[src/mmap_pkg.sv]
package mmap_pkg;
	// ----------------------------------------------------------------
	// variants, regions, sequencer states
	// ----------------------------------------------------------------
	typedef enum logic [2:0] {
		VAR_16K = 3'h0, VAR_24K = 3'h1, VAR_32K = 3'h2, VAR_48K = 3'h3,
		VAR_60K = 3'h4, VAR_96K = 3'h5, VAR_128K = 3'h6, VAR_128K_DBG = 3'h7
	} variant_t;
	typedef enum logic [3:0] {
		RGN_VECTOR = 4'h0, RGN_ONE_BYTE_TABLE_CALL = 4'h1, RGN_OPTION = 4'h2, RGN_DEBUG_ID = 4'h3,
		RGN_TWO_BYTE_SHORT_CALL = 4'h4, RGN_FLASH_COMMON = 4'h5, RGN_FLASH_BANK = 4'h6,
		RGN_EXP_RAM = 4'h7, RGN_HS_RAM = 4'h8, RGN_GREG = 4'h9, RGN_SFR = 4'hA,
		RGN_RESERVED = 4'hB
	} region_t;
	typedef enum logic [1:0] {ST_IDLE = 2'h0, ST_LO = 2'h1, ST_HI = 2'h2, ST_LOAD = 2'h3} seq_t;

	// ----------------------------------------------------------------
	// address map
	// ----------------------------------------------------------------
	localparam logic [15:0] VECTOR_HI = 16'h003F;
	localparam logic [15:0] ONE_BYTE_TABLE_CALL_LO = 16'h0040;
	localparam logic [15:0] ONE_BYTE_TABLE_CALL_HI = 16'h007F;
	localparam logic [15:0] OPTION_LO = 16'h0080;
	localparam logic [15:0] OPTION_HI = 16'h0084;
	localparam logic [15:0] DEBUG_ID_HI = 16'h008E;
	localparam logic [15:0] SWAP_OFFSET = 16'h1000;
	localparam logic [15:0] TWO_BYTE_SHORT_CALL_LO = 16'h0800;
	localparam logic [15:0] TWO_BYTE_SHORT_CALL_HI = 16'h0FFF;
	localparam logic [15:0] COMMON_HI = 16'h7FFF;
	localparam logic [15:0] BANK_LO = 16'h8000;
	localparam logic [15:0] BANK_HI = 16'hBFFF;
	localparam logic [15:0] EXP_RAM_HI = 16'hF7FF;
	localparam logic [15:0] EXP_RAM_NONE = 16'hF800;
	localparam logic [15:0] HS_RAM_LO = 16'hFB00;
	localparam logic [15:0] HS_RAM_LO_SMALL = 16'hFC00;
	localparam logic [15:0] GREG_LO = 16'hFEE0;
	localparam logic [15:0] GREG_HI = 16'hFEFF;
	localparam logic [15:0] SFR_LO = 16'hFF00;
	localparam logic [15:0] RESET_VECTOR = 16'h0000;
	localparam logic [15:0] BRK_VECTOR = 16'h003E;
	localparam logic [15:0] LARGE_VEC_FIRST = 16'h0036;
	localparam logic [15:0] LARGE_VEC_LAST = 16'h003A;
	localparam logic [15:0] FLASH_TOP_16K = 16'h3FFF;
	localparam logic [15:0] FLASH_TOP_24K = 16'h5FFF;
	localparam logic [15:0] FLASH_TOP_48K = 16'hBFFF;
	localparam logic [15:0] FLASH_TOP_60K = 16'hEFFF;
	localparam logic [15:0] EXP_RAM_LO_48K = 16'hF400;
	localparam logic [15:0] EXP_RAM_LO_60K = 16'hF000;
	localparam logic [15:0] EXP_RAM_LO_96K = 16'hE800;
	localparam logic [15:0] EXP_RAM_LO_128K = 16'hE000;
	localparam logic [16:0] BANK_PHYS_BASE = 17'h08000;
	localparam logic [2:0] BANKS_NONE = 3'h1;
	localparam logic [2:0] BANKS_96K = 3'h4;
	localparam logic [2:0] BANKS_128K = 3'h6;

	// ----------------------------------------------------------------
	// registers
	// ----------------------------------------------------------------
	localparam logic [7:0] REG_PC_LO = 8'h00;
	localparam logic [7:0] REG_PC_HI = 8'h01;
	localparam logic [7:0] REG_STATUS = 8'h02;
	localparam logic [7:0] REG_BANK = 8'h03;
	localparam logic [7:0] REG_CONFIG = 8'h04;
	localparam logic [7:0] REG_SP_LO = 8'h05;
	localparam logic [7:0] REG_SP_HI = 8'h06;
	localparam logic [7:0] REG_FAULT = 8'h07;
	localparam logic [7:0] STATUS_RESET = 8'h02;
	localparam int IE_BIT = 7;
	localparam int CFG_SWAP_BIT = 3;
	localparam logic [3:0] CONFIG_RESET = 4'h6;
	localparam logic [15:0] SP_RESET = 16'hFEE0;
	localparam int FLT_EXEC = 0;
	localparam int FLT_STRADDLE = 1;
	localparam int FLT_STACK = 2;
	localparam int FLT_VECTOR = 3;
	localparam int FLT_BANK = 4;
	localparam int FAULT_BITS = 5;

	function automatic logic is_banked(input variant_t v);
		return v >= VAR_96K;
	endfunction
	function automatic logic [2:0] bank_count(input variant_t v);
		return (v == VAR_96K) ? BANKS_96K : (is_banked(v) ? BANKS_128K : BANKS_NONE);
	endfunction
	function automatic logic [15:0] hs_ram_lo(input variant_t v);
		return (v == VAR_16K) ? HS_RAM_LO_SMALL : HS_RAM_LO;
	endfunction
	function automatic logic [15:0] flash_top(input variant_t v);
		unique case (v)
			VAR_16K: return FLASH_TOP_16K;
			VAR_24K: return FLASH_TOP_24K;
			VAR_48K: return FLASH_TOP_48K;
			VAR_60K: return FLASH_TOP_60K;
			VAR_32K, VAR_96K, VAR_128K, VAR_128K_DBG: return COMMON_HI;
		endcase
	endfunction
	function automatic logic [15:0] exp_ram_lo(input variant_t v);
		unique case (v)
			VAR_16K, VAR_24K, VAR_32K: return EXP_RAM_NONE;
			VAR_48K: return EXP_RAM_LO_48K;
			VAR_60K: return EXP_RAM_LO_60K;
			VAR_96K: return EXP_RAM_LO_96K;
			VAR_128K, VAR_128K_DBG: return EXP_RAM_LO_128K;
		endcase
	endfunction
endpackage

[src/mmap_if.sv]
`timescale 1ns/10ps
interface mmap_if;
	import mmap_pkg::*;
	logic [15:0] addr;
	logic [2:0] bank;
	variant_t variant;
	logic boot_swap;
	region_t region;
	logic [16:0] flash_addr;
	logic exec_ok;
	logic stack_ok;
	modport decoder(input addr, bank, variant, boot_swap, output region, flash_addr, exec_ok,
		stack_ok);
	modport core(output addr, bank, variant, boot_swap, input region, flash_addr, exec_ok,
		stack_ok);
endinterface

[src/cpu_memory_map_and_vectors.sv]
`timescale 1ns/10ps
// How it works
// - Bottom 64 bytes hold reset and interrupt start addresses.
// - Vector low byte sits at even address, high byte at next odd one.
// - All four reset sources use the vector at address zero.
// - Second serial and second capture vectors exist only on larger parts.
// - Table call takes its entry address from the 64 bytes above vectors.
// - Five option bytes read low; boot swap also maps the upper copy.
// - Short call reaches any entry inside the dedicated entry area.
// - Debug part has ten security ID bytes above options, copied with swap.
// - Banked parts map the 16 KB window onto four or six flash banks.
// - Instruction straddling common area and window works only with bank 0.
// - Fast RAM ends below special registers; 1024 bytes, 768 on smallest.
// - Top 32 fast RAM bytes are four register banks, not executable.
// - Stack lives in fast RAM, never in expansion RAM.
// - Expansion RAM below fast RAM serves as data and program memory.
// - Peripheral registers decode in the top 256 bytes.
// - Program counter advances by instruction length, loads on branch.
// - Reset loads program counter from the two reset vector bytes.
// - Status byte pushed on interrupt or push, popped on return or pop.
// - Reset sets the status byte to its documented value.
// - Interrupt enable clears on acknowledge or disable, sets on enable.
// - Stack pointer decrements before a write, increments after a read.
module cpu_memory_map_and_vectors (
	// clock and reset
	input wire logic clk_sys,
	input wire logic sys_rst,
	// register port
	input wire logic [7:0] reg_addr,
	input wire logic [7:0] reg_wdata,
	input wire logic reg_wr,
	input wire logic reg_rd,
	output logic [7:0] reg_rdata,
	// reset sources
	input wire logic rst_ext,
	input wire logic power_on_clear,
	input wire logic low_voltage_detect,
	input wire logic watchdog_timeout,
	// fetch sequencing from the core
	input wire logic fetch_adv,
	input wire logic [2:0] fetch_len,
	input wire logic branch_load,
	input wire logic [15:0] branch_target,
	input wire logic one_byte_table_call,
	input wire logic [4:0] one_byte_table_call_index,
	input wire logic two_byte_short_call,
	input wire logic [10:0] two_byte_short_call_offset,
	// interrupt and status control
	input wire logic irq_ack,
	input wire logic [4:0] irq_slot,
	input wire logic software_break_trap,
	input wire logic ei_exec,
	input wire logic di_exec,
	input wire logic status_push_req,
	input wire logic return_from_interrupt,
	input wire logic return_from_break,
	input wire logic status_pop_req,
	// table read port
	output logic [15:0] mem_addr,
	output logic mem_rd,
	input wire logic [7:0] mem_rdata,
	// stack port
	output logic [15:0] stk_addr,
	output logic stk_wr,
	output logic [7:0] stk_wdata,
	output logic stk_rd,
	input wire logic [7:0] stk_rdata,
	// core state and address decode
	output logic [15:0] program_counter,
	output logic [7:0] processor_status_byte,
	output logic [15:0] stack_pointer,
	output logic busy,
	input wire logic [15:0] access_addr,
	output mmap_pkg::region_t fetch_region,
	output logic [16:0] fetch_flash_addr,
	output mmap_pkg::region_t access_region,
	output logic [16:0] access_flash_addr
);
	import mmap_pkg::*;

	seq_t state;
	logic [7:0] lo_byte;
	logic [2:0] bank_sel;
	logic [3:0] cfg;
	logic [FAULT_BITS-1:0] fault;
	logic [FAULT_BITS-1:0] fault_set;
	logic pop_pend;
	variant_t variant;
	logic reset_any;
	logic idle;
	logic run_ok;
	logic [15:0] vec_irq;
	logic [15:0] vec_one_byte_table_call;
	logic slot_unused;
	logic irq_take;
	logic brk_take;
	logic one_byte_table_call_take;
	logic table_start;
	logic [15:0] table_addr;
	logic two_byte_short_call_take;
	logic branch_take;
	logic fetch_take;
	logic push_take;
	logic pop_take;
	logic [15:0] sp_dec;
	logic [16:0] fetch_end;
	logic [15:0] dec_addr [2];
	region_t dec_region [2];
	logic [16:0] dec_flash [2];
	logic dec_exec [2];

	// ----------------------------------------------------------------
	// request arbitration
	// ----------------------------------------------------------------
	assign variant = variant_t'(cfg[2:0]);
	assign reset_any = rst_ext | power_on_clear | low_voltage_detect | watchdog_timeout;
	assign idle = state == ST_IDLE;
	assign vec_irq = {10'h000, irq_slot, 1'b0};
	assign vec_one_byte_table_call = ONE_BYTE_TABLE_CALL_LO + {10'h000, one_byte_table_call_index, 1'b0};
	assign slot_unused = vec_irq >= LARGE_VEC_FIRST && vec_irq <= LARGE_VEC_LAST
		&& variant < VAR_48K;
	assign irq_take = !reset_any && idle && irq_ack && !slot_unused;
	assign brk_take = !reset_any && idle && !irq_ack && software_break_trap;
	assign one_byte_table_call_take = !reset_any && idle && !irq_ack && !software_break_trap
		&& one_byte_table_call;
	assign table_start = irq_take | brk_take | one_byte_table_call_take;
	assign table_addr = irq_take ? vec_irq : (brk_take ? BRK_VECTOR : vec_one_byte_table_call);
	assign run_ok = !reset_any && idle && !irq_ack && !software_break_trap
		&& !one_byte_table_call;
	assign two_byte_short_call_take = run_ok && two_byte_short_call;
	assign branch_take = run_ok && !two_byte_short_call && branch_load;
	assign fetch_take = run_ok && !two_byte_short_call && !branch_load && fetch_adv;
	assign push_take = !reset_any && (irq_take | brk_take | status_push_req);
	assign pop_take = !reset_any && !push_take
		&& (return_from_interrupt | return_from_break | status_pop_req);
	assign sp_dec = stack_pointer - 16'h0001;
	assign fetch_end = {1'b0, program_counter} + {14'h0000, fetch_len};
	assign busy = !idle;

	// ----------------------------------------------------------------
	// address decoders for fetch and data access
	// ----------------------------------------------------------------
	assign dec_addr[0] = program_counter;
	assign dec_addr[1] = access_addr;
	generate
		for (genvar i = 0; i < 2; i++) begin : g_dec
			mmap_if bus ();
			assign bus.addr = dec_addr[i];
			assign bus.bank = bank_sel;
			assign bus.variant = variant;
			assign bus.boot_swap = cfg[CFG_SWAP_BIT];
			assign dec_region[i] = bus.region;
			assign dec_flash[i] = bus.flash_addr;
			assign dec_exec[i] = bus.exec_ok;
			mmap_decode u_decode (
				.bus(bus.decoder)
			);
		end
	endgenerate
	assign fetch_region = dec_region[0];
	assign fetch_flash_addr = dec_flash[0];
	assign access_region = dec_region[1];
	assign access_flash_addr = dec_flash[1];

	// ----------------------------------------------------------------
	// vector and table read sequencer
	// ----------------------------------------------------------------
	always_ff @(posedge clk_sys or posedge sys_rst) begin
		if (sys_rst) begin
			state <= ST_LO;
			mem_rd <= 1'b1;
			mem_addr <= RESET_VECTOR;
			lo_byte <= 8'h00;
		end else if (reset_any) begin
			state <= ST_LO;
			mem_rd <= 1'b1;
			mem_addr <= RESET_VECTOR;
		end else begin
			unique case (state)
				ST_IDLE: begin
					if (table_start) begin
						state <= ST_LO;
						mem_rd <= 1'b1;
						mem_addr <= table_addr;
					end
				end
				ST_LO: begin
					state <= ST_HI;
					mem_addr <= mem_addr + 16'h0001;
				end
				ST_HI: begin
					state <= ST_LOAD;
					mem_rd <= 1'b0;
					lo_byte <= mem_rdata;
				end
				ST_LOAD: begin
					state <= ST_IDLE;
				end
			endcase
		end
	end

	// ----------------------------------------------------------------
	// program counter
	// ----------------------------------------------------------------
	always_ff @(posedge clk_sys or posedge sys_rst) begin
		if (sys_rst) begin
			program_counter <= RESET_VECTOR;
		end else if (state == ST_LOAD) begin
			program_counter <= {mem_rdata, lo_byte};
		end else if (reg_wr && reg_addr == REG_PC_LO) begin
			program_counter[7:0] <= reg_wdata;
		end else if (reg_wr && reg_addr == REG_PC_HI) begin
			program_counter[15:8] <= reg_wdata;
		end else if (two_byte_short_call_take) begin
			program_counter <= TWO_BYTE_SHORT_CALL_LO | {5'h00, two_byte_short_call_offset};
		end else if (branch_take) begin
			program_counter <= branch_target;
		end else if (fetch_take) begin
			program_counter <= fetch_end[15:0];
		end
	end

	// ----------------------------------------------------------------
	// status byte, stack pointer and stack port
	// ----------------------------------------------------------------
	always_ff @(posedge clk_sys or posedge sys_rst) begin
		if (sys_rst) begin
			processor_status_byte <= STATUS_RESET;
		end else if (reset_any) begin
			processor_status_byte <= STATUS_RESET;
		end else if (pop_pend) begin
			processor_status_byte <= stk_rdata;
		end else if (reg_wr && reg_addr == REG_STATUS) begin
			processor_status_byte <= reg_wdata;
		end else if (irq_take || di_exec) begin
			processor_status_byte[IE_BIT] <= 1'b0;
		end else if (ei_exec) begin
			processor_status_byte[IE_BIT] <= 1'b1;
		end
	end

	always_ff @(posedge clk_sys or posedge sys_rst) begin
		if (sys_rst) begin
			stack_pointer <= SP_RESET;
		end else if (push_take) begin
			stack_pointer <= sp_dec;
		end else if (pop_take) begin
			stack_pointer <= stack_pointer + 16'h0001;
		end else if (reg_wr && reg_addr == REG_SP_LO) begin
			stack_pointer[7:0] <= reg_wdata;
		end else if (reg_wr && reg_addr == REG_SP_HI) begin
			stack_pointer[15:8] <= reg_wdata;
		end
	end

	always_ff @(posedge clk_sys or posedge sys_rst) begin
		if (sys_rst) begin
			stk_wr <= 1'b0;
			stk_rd <= 1'b0;
			pop_pend <= 1'b0;
			stk_addr <= SP_RESET;
			stk_wdata <= 8'h00;
		end else begin
			stk_wr <= push_take;
			stk_rd <= pop_take;
			pop_pend <= stk_rd && !reset_any;
			stk_addr <= push_take ? sp_dec : stack_pointer;
			stk_wdata <= processor_status_byte;
		end
	end

	// ----------------------------------------------------------------
	// bank select, configuration, faults
	// ----------------------------------------------------------------
	always_ff @(posedge clk_sys or posedge sys_rst) begin
		if (sys_rst) begin
			bank_sel <= 3'h0;
			cfg <= CONFIG_RESET;
		end else if (reg_wr) begin
			if (reg_addr == REG_BANK && reg_wdata[2:0] < bank_count(variant)) begin
				bank_sel <= reg_wdata[2:0];
			end
			if (reg_addr == REG_CONFIG) begin
				cfg <= reg_wdata[3:0];
			end
		end
	end

	always_comb begin
		fault_set = '0;
		fault_set[FLT_EXEC] = fetch_take && !dec_exec[0];
		fault_set[FLT_STRADDLE] = fetch_take && program_counter <= COMMON_HI
			&& fetch_end > {1'b0, BANK_LO} && bank_sel != 3'h0 && is_banked(variant);
		fault_set[FLT_STACK] = (push_take && !(sp_dec >= hs_ram_lo(variant) && sp_dec <= GREG_HI))
			|| (pop_take && !(stack_pointer >= hs_ram_lo(variant)
			&& stack_pointer <= GREG_HI));
		fault_set[FLT_VECTOR] = !reset_any && idle && irq_ack && slot_unused;
		fault_set[FLT_BANK] = reg_wr && reg_addr == REG_BANK
			&& reg_wdata[2:0] >= bank_count(variant);
	end

	// write one to clear, a new event in the same cycle wins
	always_ff @(posedge clk_sys or posedge sys_rst) begin
		if (sys_rst) begin
			fault <= '0;
		end else begin
			fault <= (fault & ~((reg_wr && reg_addr == REG_FAULT) ? reg_wdata[FAULT_BITS-1:0]
				: '0)) | fault_set;
		end
	end

	always_ff @(posedge clk_sys or posedge sys_rst) begin
		if (sys_rst) begin
			reg_rdata <= 8'h00;
		end else if (reg_rd) begin
			unique case (reg_addr)
				REG_PC_LO: reg_rdata <= program_counter[7:0];
				REG_PC_HI: reg_rdata <= program_counter[15:8];
				REG_STATUS: reg_rdata <= processor_status_byte;
				REG_BANK: reg_rdata <= {5'h00, bank_sel};
				REG_CONFIG: reg_rdata <= {4'h0, cfg};
				REG_SP_LO: reg_rdata <= stack_pointer[7:0];
				REG_SP_HI: reg_rdata <= stack_pointer[15:8];
				REG_FAULT: reg_rdata <= {3'h0, fault};
				default: reg_rdata <= 8'h00;
			endcase
		end else begin
			reg_rdata <= 8'h00;
		end
	end
endmodule

[src/mmap_decode.sv]
`timescale 1ns/10ps
module mmap_decode (
	// address to classify
	mmap_if.decoder bus
);
	import mmap_pkg::*;
	logic banked;
	logic dbg;
	logic swap_hit;
	logic [15:0] rel;

	always_comb begin
		banked = is_banked(bus.variant);
		dbg = bus.variant == VAR_128K_DBG;
		rel = bus.addr - SWAP_OFFSET;
		swap_hit = bus.boot_swap && rel >= OPTION_LO && rel <= DEBUG_ID_HI;
		bus.flash_addr = {1'b0, bus.addr};
		if (bus.addr >= SFR_LO) begin
			bus.region = RGN_SFR;
		end else if (bus.addr >= GREG_LO) begin
			bus.region = RGN_GREG;
		end else if (bus.addr >= hs_ram_lo(bus.variant)) begin
			bus.region = RGN_HS_RAM;
		end else if (bus.addr >= exp_ram_lo(bus.variant) && bus.addr <= EXP_RAM_HI) begin
			bus.region = RGN_EXP_RAM;
		end else if (banked && bus.addr >= BANK_LO && bus.addr <= BANK_HI) begin
			// window offset lands in the selected bank's slice of flash
			bus.flash_addr = BANK_PHYS_BASE + {bus.bank, 14'h0000} + {3'h0, bus.addr[13:0]};
			bus.region = (bus.bank < bank_count(bus.variant)) ? RGN_FLASH_BANK : RGN_RESERVED;
		end else if (bus.addr <= flash_top(bus.variant)) begin
			if (bus.addr <= VECTOR_HI) begin
				bus.region = RGN_VECTOR;
			end else if (bus.addr <= ONE_BYTE_TABLE_CALL_HI) begin
				bus.region = RGN_ONE_BYTE_TABLE_CALL;
			end else if (bus.addr <= OPTION_HI) begin
				bus.region = RGN_OPTION;
			end else if (bus.addr <= DEBUG_ID_HI) begin
				bus.region = dbg ? RGN_DEBUG_ID : RGN_RESERVED;
			end else if (swap_hit) begin
				bus.region = (rel <= OPTION_HI) ? RGN_OPTION : (dbg ? RGN_DEBUG_ID : RGN_RESERVED);
			end else if (bus.addr >= TWO_BYTE_SHORT_CALL_LO && bus.addr <= TWO_BYTE_SHORT_CALL_HI) begin
				bus.region = RGN_TWO_BYTE_SHORT_CALL;
			end else begin
				bus.region = RGN_FLASH_COMMON;
			end
		end else begin
			bus.region = RGN_RESERVED;
		end
		bus.exec_ok = !(bus.region inside {RGN_GREG, RGN_SFR, RGN_RESERVED});
		bus.stack_ok = bus.region inside {RGN_HS_RAM, RGN_GREG};
	end
endmodule

[config.mk]
export PLATFORM = sky130hd
export DESIGN_NAME = cpu_memory_map_and_vectors
export DESIGN_NICKNAME = d
export VERILOG_FILES = /design/src/mmap_pkg.sv /design/src/mmap_if.sv /design/src/cpu_memory_map_and_vectors.sv /design/src/mmap_decode.sv
export SDC_FILE = /design/constraint.sdc
export NUM_CORES = 1
export LEC_CHECK = 0
export ABC_AREA = 1
export BUFFER_PORTS_ARGS = -buffer_cell sky130_fd_sc_hd__buf_2
export CORE_MARGIN = 3
export CORE_UTILIZATION = 55
export CTS_CLUSTER_SIZE = 12
export DETAILED_ROUTE_END_ITERATION = 7
export PLACE_DENSITY_LB_ADDON = 0.3
export SLEW_MARGIN = 20
export SYNTH_ARGS = -nofsm -noshare
export SYNTH_HDL_FRONTEND = slang
export SYNTH_SLANG_ARGS = --single-unit
[constraint.sdc]
create_clock -name clk_sys -period 10 [get_ports clk_sys]
set_input_delay 2 -clock clk_sys [delete_from_list [all_inputs] [get_ports clk_sys]]
set_output_delay 2 -clock clk_sys [all_outputs]
set_load 0.02 [all_outputs]
==> metrics.csv <==
stage,metric,value,unit
routing,ant_nets,0,
grt,grt_max_degree,63,
clock_network,clockRootBuffer,clkbuf_16,
worst_setup_path,cp-end-kind,output pin,
finish,instances_no_fill,1786,
routing,route.detailed.drc,0,
logic_synthesis,synthDistinctLibCells,63,
finish,mostFrequentLayoutCell,nand2_1,
sta,fin_crit,6.11,ns
min_path,holdPathStages,0,
routing,wl_per_cell,17.6,µm
clock_network,cts_tree,yes,
worst_setup_path,worstPathCellList,"buf_2, inv_1, ha_1, inv_1, nand2_1, nand2_1, nand2_1, nand3_1, nor2_1, nand3_1, a21oi_1, nand3_1, nand2_1, nand2_1, nand2_1, nand2_1, nand2_1, nand2_1, a21oi_1, buf_2",
worst_setup_path,r2r_cells,16,
worst_setup_path,cp_data_arrival_time,4.11,ns
logic_synthesis,yosysWarnings,0,
routing,first_pass_iters,6,
grt,grtUsageMet2,0.512,
die,dieArea,18900,µm²
finish,final_cell_area,11300,µm²
sta,skew,0.0133,ns
logic_synthesis,yosysTopAreaCell,dfrtp_1,
pwr,p_per_area,184,nW/µm²
sta,rsz0062_at_grt,no,
worst_setup_path,cp_max_fo,8,
clock_network,cts_made_buffers,17,
die,core_area,16800,µm²
logic_synthesis,synth_area_leaders,"dfrtp_1 (23%), nand2_1 (11%), ha_1 (7.6%)",
die,die_width,137,µm
finish,final_cell_mix,"nand2_1 (267), buf_2 (241), inv_1 (171)",
routing,via_count,10400,
placement,numPlacedInstances,1752,
grt,antenna_found_initial,1,
pwr,seq_power_share,0.314,
job,drv_cap,0,
grt,overflow,0,
clock_network,cts.sinks,114,
logic_synthesis,synth_edf_count,0,
logic_synthesis,ys_seq_elements,114,
die,ioPinCount,242,
worst_setup_path,critPathLaunchType,primary input,
logic_synthesis,netlist_instances,1340,
pwr,leakage,5.65,nW
routing,drt_iter0_markers,1003,
worst_setup_path,crit_type,in -> out,
sta,fin_setup_tns,0,ns
pwr,power_frac_comb,0.387,
sta,min_period_over_period,0.611,
routing,viasPerCell,5.84,
pwr,pwr-share-clk,0.299,
sta,drv_slew,0,
pwr,switchingPower,0.000903,W
finish,utilization,0.673,
sta,relSlewSlack,0.434,
finish,fin_nets,1718,
logic_synthesis,yosysTopAreaCellShare,0.234,
grt,grt_pass1_vias,9426,
worst_setup_path,crit_slowest_cell,nor2_1,
sta,max_freq,164,MHz
finish,drive_above_1_share,0.232,
clock_network,cts_resized,0,
grt,grt_pass1_wl,48.4,mm
finish,syn_to_final_growth,18.6,%
worst_setup_path,max_stage_delay,0.25,ns
sta,layout_setup_ws,3.89,ns
worst_setup_path,cpMostUsedCell,nand2_1,
sta,setup-violations-final,0,
die,rows,47,
pwr,netSwitchingFraction,0.435,
placement,place_ws,3.94,ns
clock_network,post_cts_buffers,0,
placement,dpl-instance-area,10700,µm²
logic_synthesis,ys.flop_type,dfrtp_1,
logic_synthesis,synth_nets,1507,
clock_network,postCtsHoldBufs,0,
worst_setup_path,crit_required,8.00,ns
routing,totalWireLength,31.4,mm
placement,gp_congestion,1.01,
pwr,p_int,0.00117,W
placement,hpwl,24.5,mm
grt,use_met1,0.443,
logic_synthesis,synthesis.area,9510,µm²
grt,grt.total_usage,0.328,
clock_network,clkTransAtPathRegs,0.06,ns
status,status,completed,
die,die_y,137,µm
die,start_util,0.567,
logic_synthesis,ys_seq_area_frac,0.303,
sta,worst_slew_pin_slew,0.843,ns
placement,portBuffers,241,
sta,hold_violations,0,
logic_synthesis,avgSynthCellArea,7.10,µm²
clock_network,htree_levels,4,
min_path,hp-class,reg -> reg,
grt,grtUsageMet3,0.0672,
logic_synthesis,synthArstFlopShare,1.00,
clock_network,insertion_delay,0.43,ns
pwr,irDropWorstVdd,0.172,mV
clock_network,cts_buffer_depth,2,
grt,top_usage_layer,met2,
-- path summary, 6_finish.rpt --
check                                                startpoint  slack (ns)                       to
max                                             access_addr[12]        3.89         access_region[0]
min                        processor_status_byte[2]$_DFFE_PP0P_        0.41   stk_wdata[2]$_DFF_PP0_
max reg2reg                                  cfg[0]$_DFFE_PP0P_        6.79       fault[0]$_DFF_PP0_
min reg2reg                processor_status_byte[2]$_DFFE_PP0P_        0.41   stk_wdata[2]$_DFF_PP0_
max in group asynchronous                               sys_rst        7.09       cfg[0]$_DFFE_PP0P_
min in group asynchronous                               sys_rst        1.66  mem_addr[7]$_DFFE_PP0P_
-- sequential cells by signal (all words and copies together) (netlist names) --
register / flops
reg_rdata: 8
pop_pend: 1
stk_rd: 1
mem_rd: 1
state: 2
processor_status_byte: 8
lo_byte: 8
stack_pointer: 16
stk_addr: 16
bank_sel: 3
fault: 5
stk_wdata: 8
mem_addr: 16
cfg: 4
stk_wr: 1
program_counter: 16
-- logic make-up after synthesis --
group / after synthesis / share of synthesized area
compound gates: 311 / 0.199
xor+xnor: 33 / 0.0304
fa+ha+maj: 59 / 0.0784
buf+inv: 241 / 0.111
flops: 114 / 0.303
simple gates: 582 / 0.278
-- final cells by class --
cell class	count	area [µm²]
Antenna cell	2	5.00
Clock buffer	17	425
Clock inverter	15	174
Fill cell	1508	5490
Inverter	191	726
Multi-Input combinational cell	985	5570
Sequential cell	114	2880
Tap cell	220	275
Timing Repair Buffer	242	1210
-- layer usage --
metal / share of wire / wire (µm) / up-vias
met5: 0 / 0 / -
met4: 0.038 / 1210 / 0
met3: 0.11 / 3340 / 91
met2: 0.45 / 14100 / 617
met1: 0.41 / 12800 / 4809
li1: - / - / 4909
-- worst max-delay path: cells and delay by family --
| kind | cells | cell delay, ns |
|---|---|---|
| and+or+nand+nor | 13 | 1.08 |
| AOI/OAI and AO/OA | 2 | 0.29 |
| buffers and inverters | 4 | 0.53 |
| adders and majority gates | 1 | 0.20 |
-- stage by stage --
stage	hold slack, ns	power [W]
6_report	0.407	0.00208
5_1_grt	0.418	0.00219
4_1_cts	0.408	0.00207
3_5_place_dp	0.394	0.00145
3_3_place_gp	0.380	0.00144
2_1_floorplan	0.442	0.00120
-- cells in the mapped netlist, types with 3 or more instances --
cell / number
a211oi_1: 8
a21boi_0: 4
a21oi_1: 83
a221oi_1: 5
a22oi_1: 4
a22oi_2: 7
a31oi_1: 13
buf_2: 7
buf_4: 32
clkbuf_1: 8
dfrtp_1: 89
dfstp_2: 25
ha_1: 58
inv_1: 172
inv_2: 14
nand2_1: 267
nand2_4: 6
nand3_1: 70
nand3b_1: 3
nand4_1: 13
nor2_1: 144
nor2_2: 6
nor2_4: 3
nor3_1: 37
nor3_2: 7
nor4_1: 9
o2111ai_1: 8
o211ai_1: 12
o21a_1: 7
o21ai_0: 100
o21ai_1: 11
o221ai_1: 4
o22ai_1: 24
o31ai_1: 7
xnor2_1: 4
xor2_1: 29
-- power by group through the flow --
stage	registers, W	logic (W)	clock network (W)
6_report	0.000652	0.000803	0.000621
2_1_floorplan	0.000695	0.000507	0
5_1_grt	0.000666	0.000883	0.000645
4_1_cts	0.000650	0.000794	0.000622
3_5_place_dp	0.000657	0.000789	0
3_3_place_gp	0.000657	0.000783	0
No activity file was read; power rests on OpenSTA's default activity.
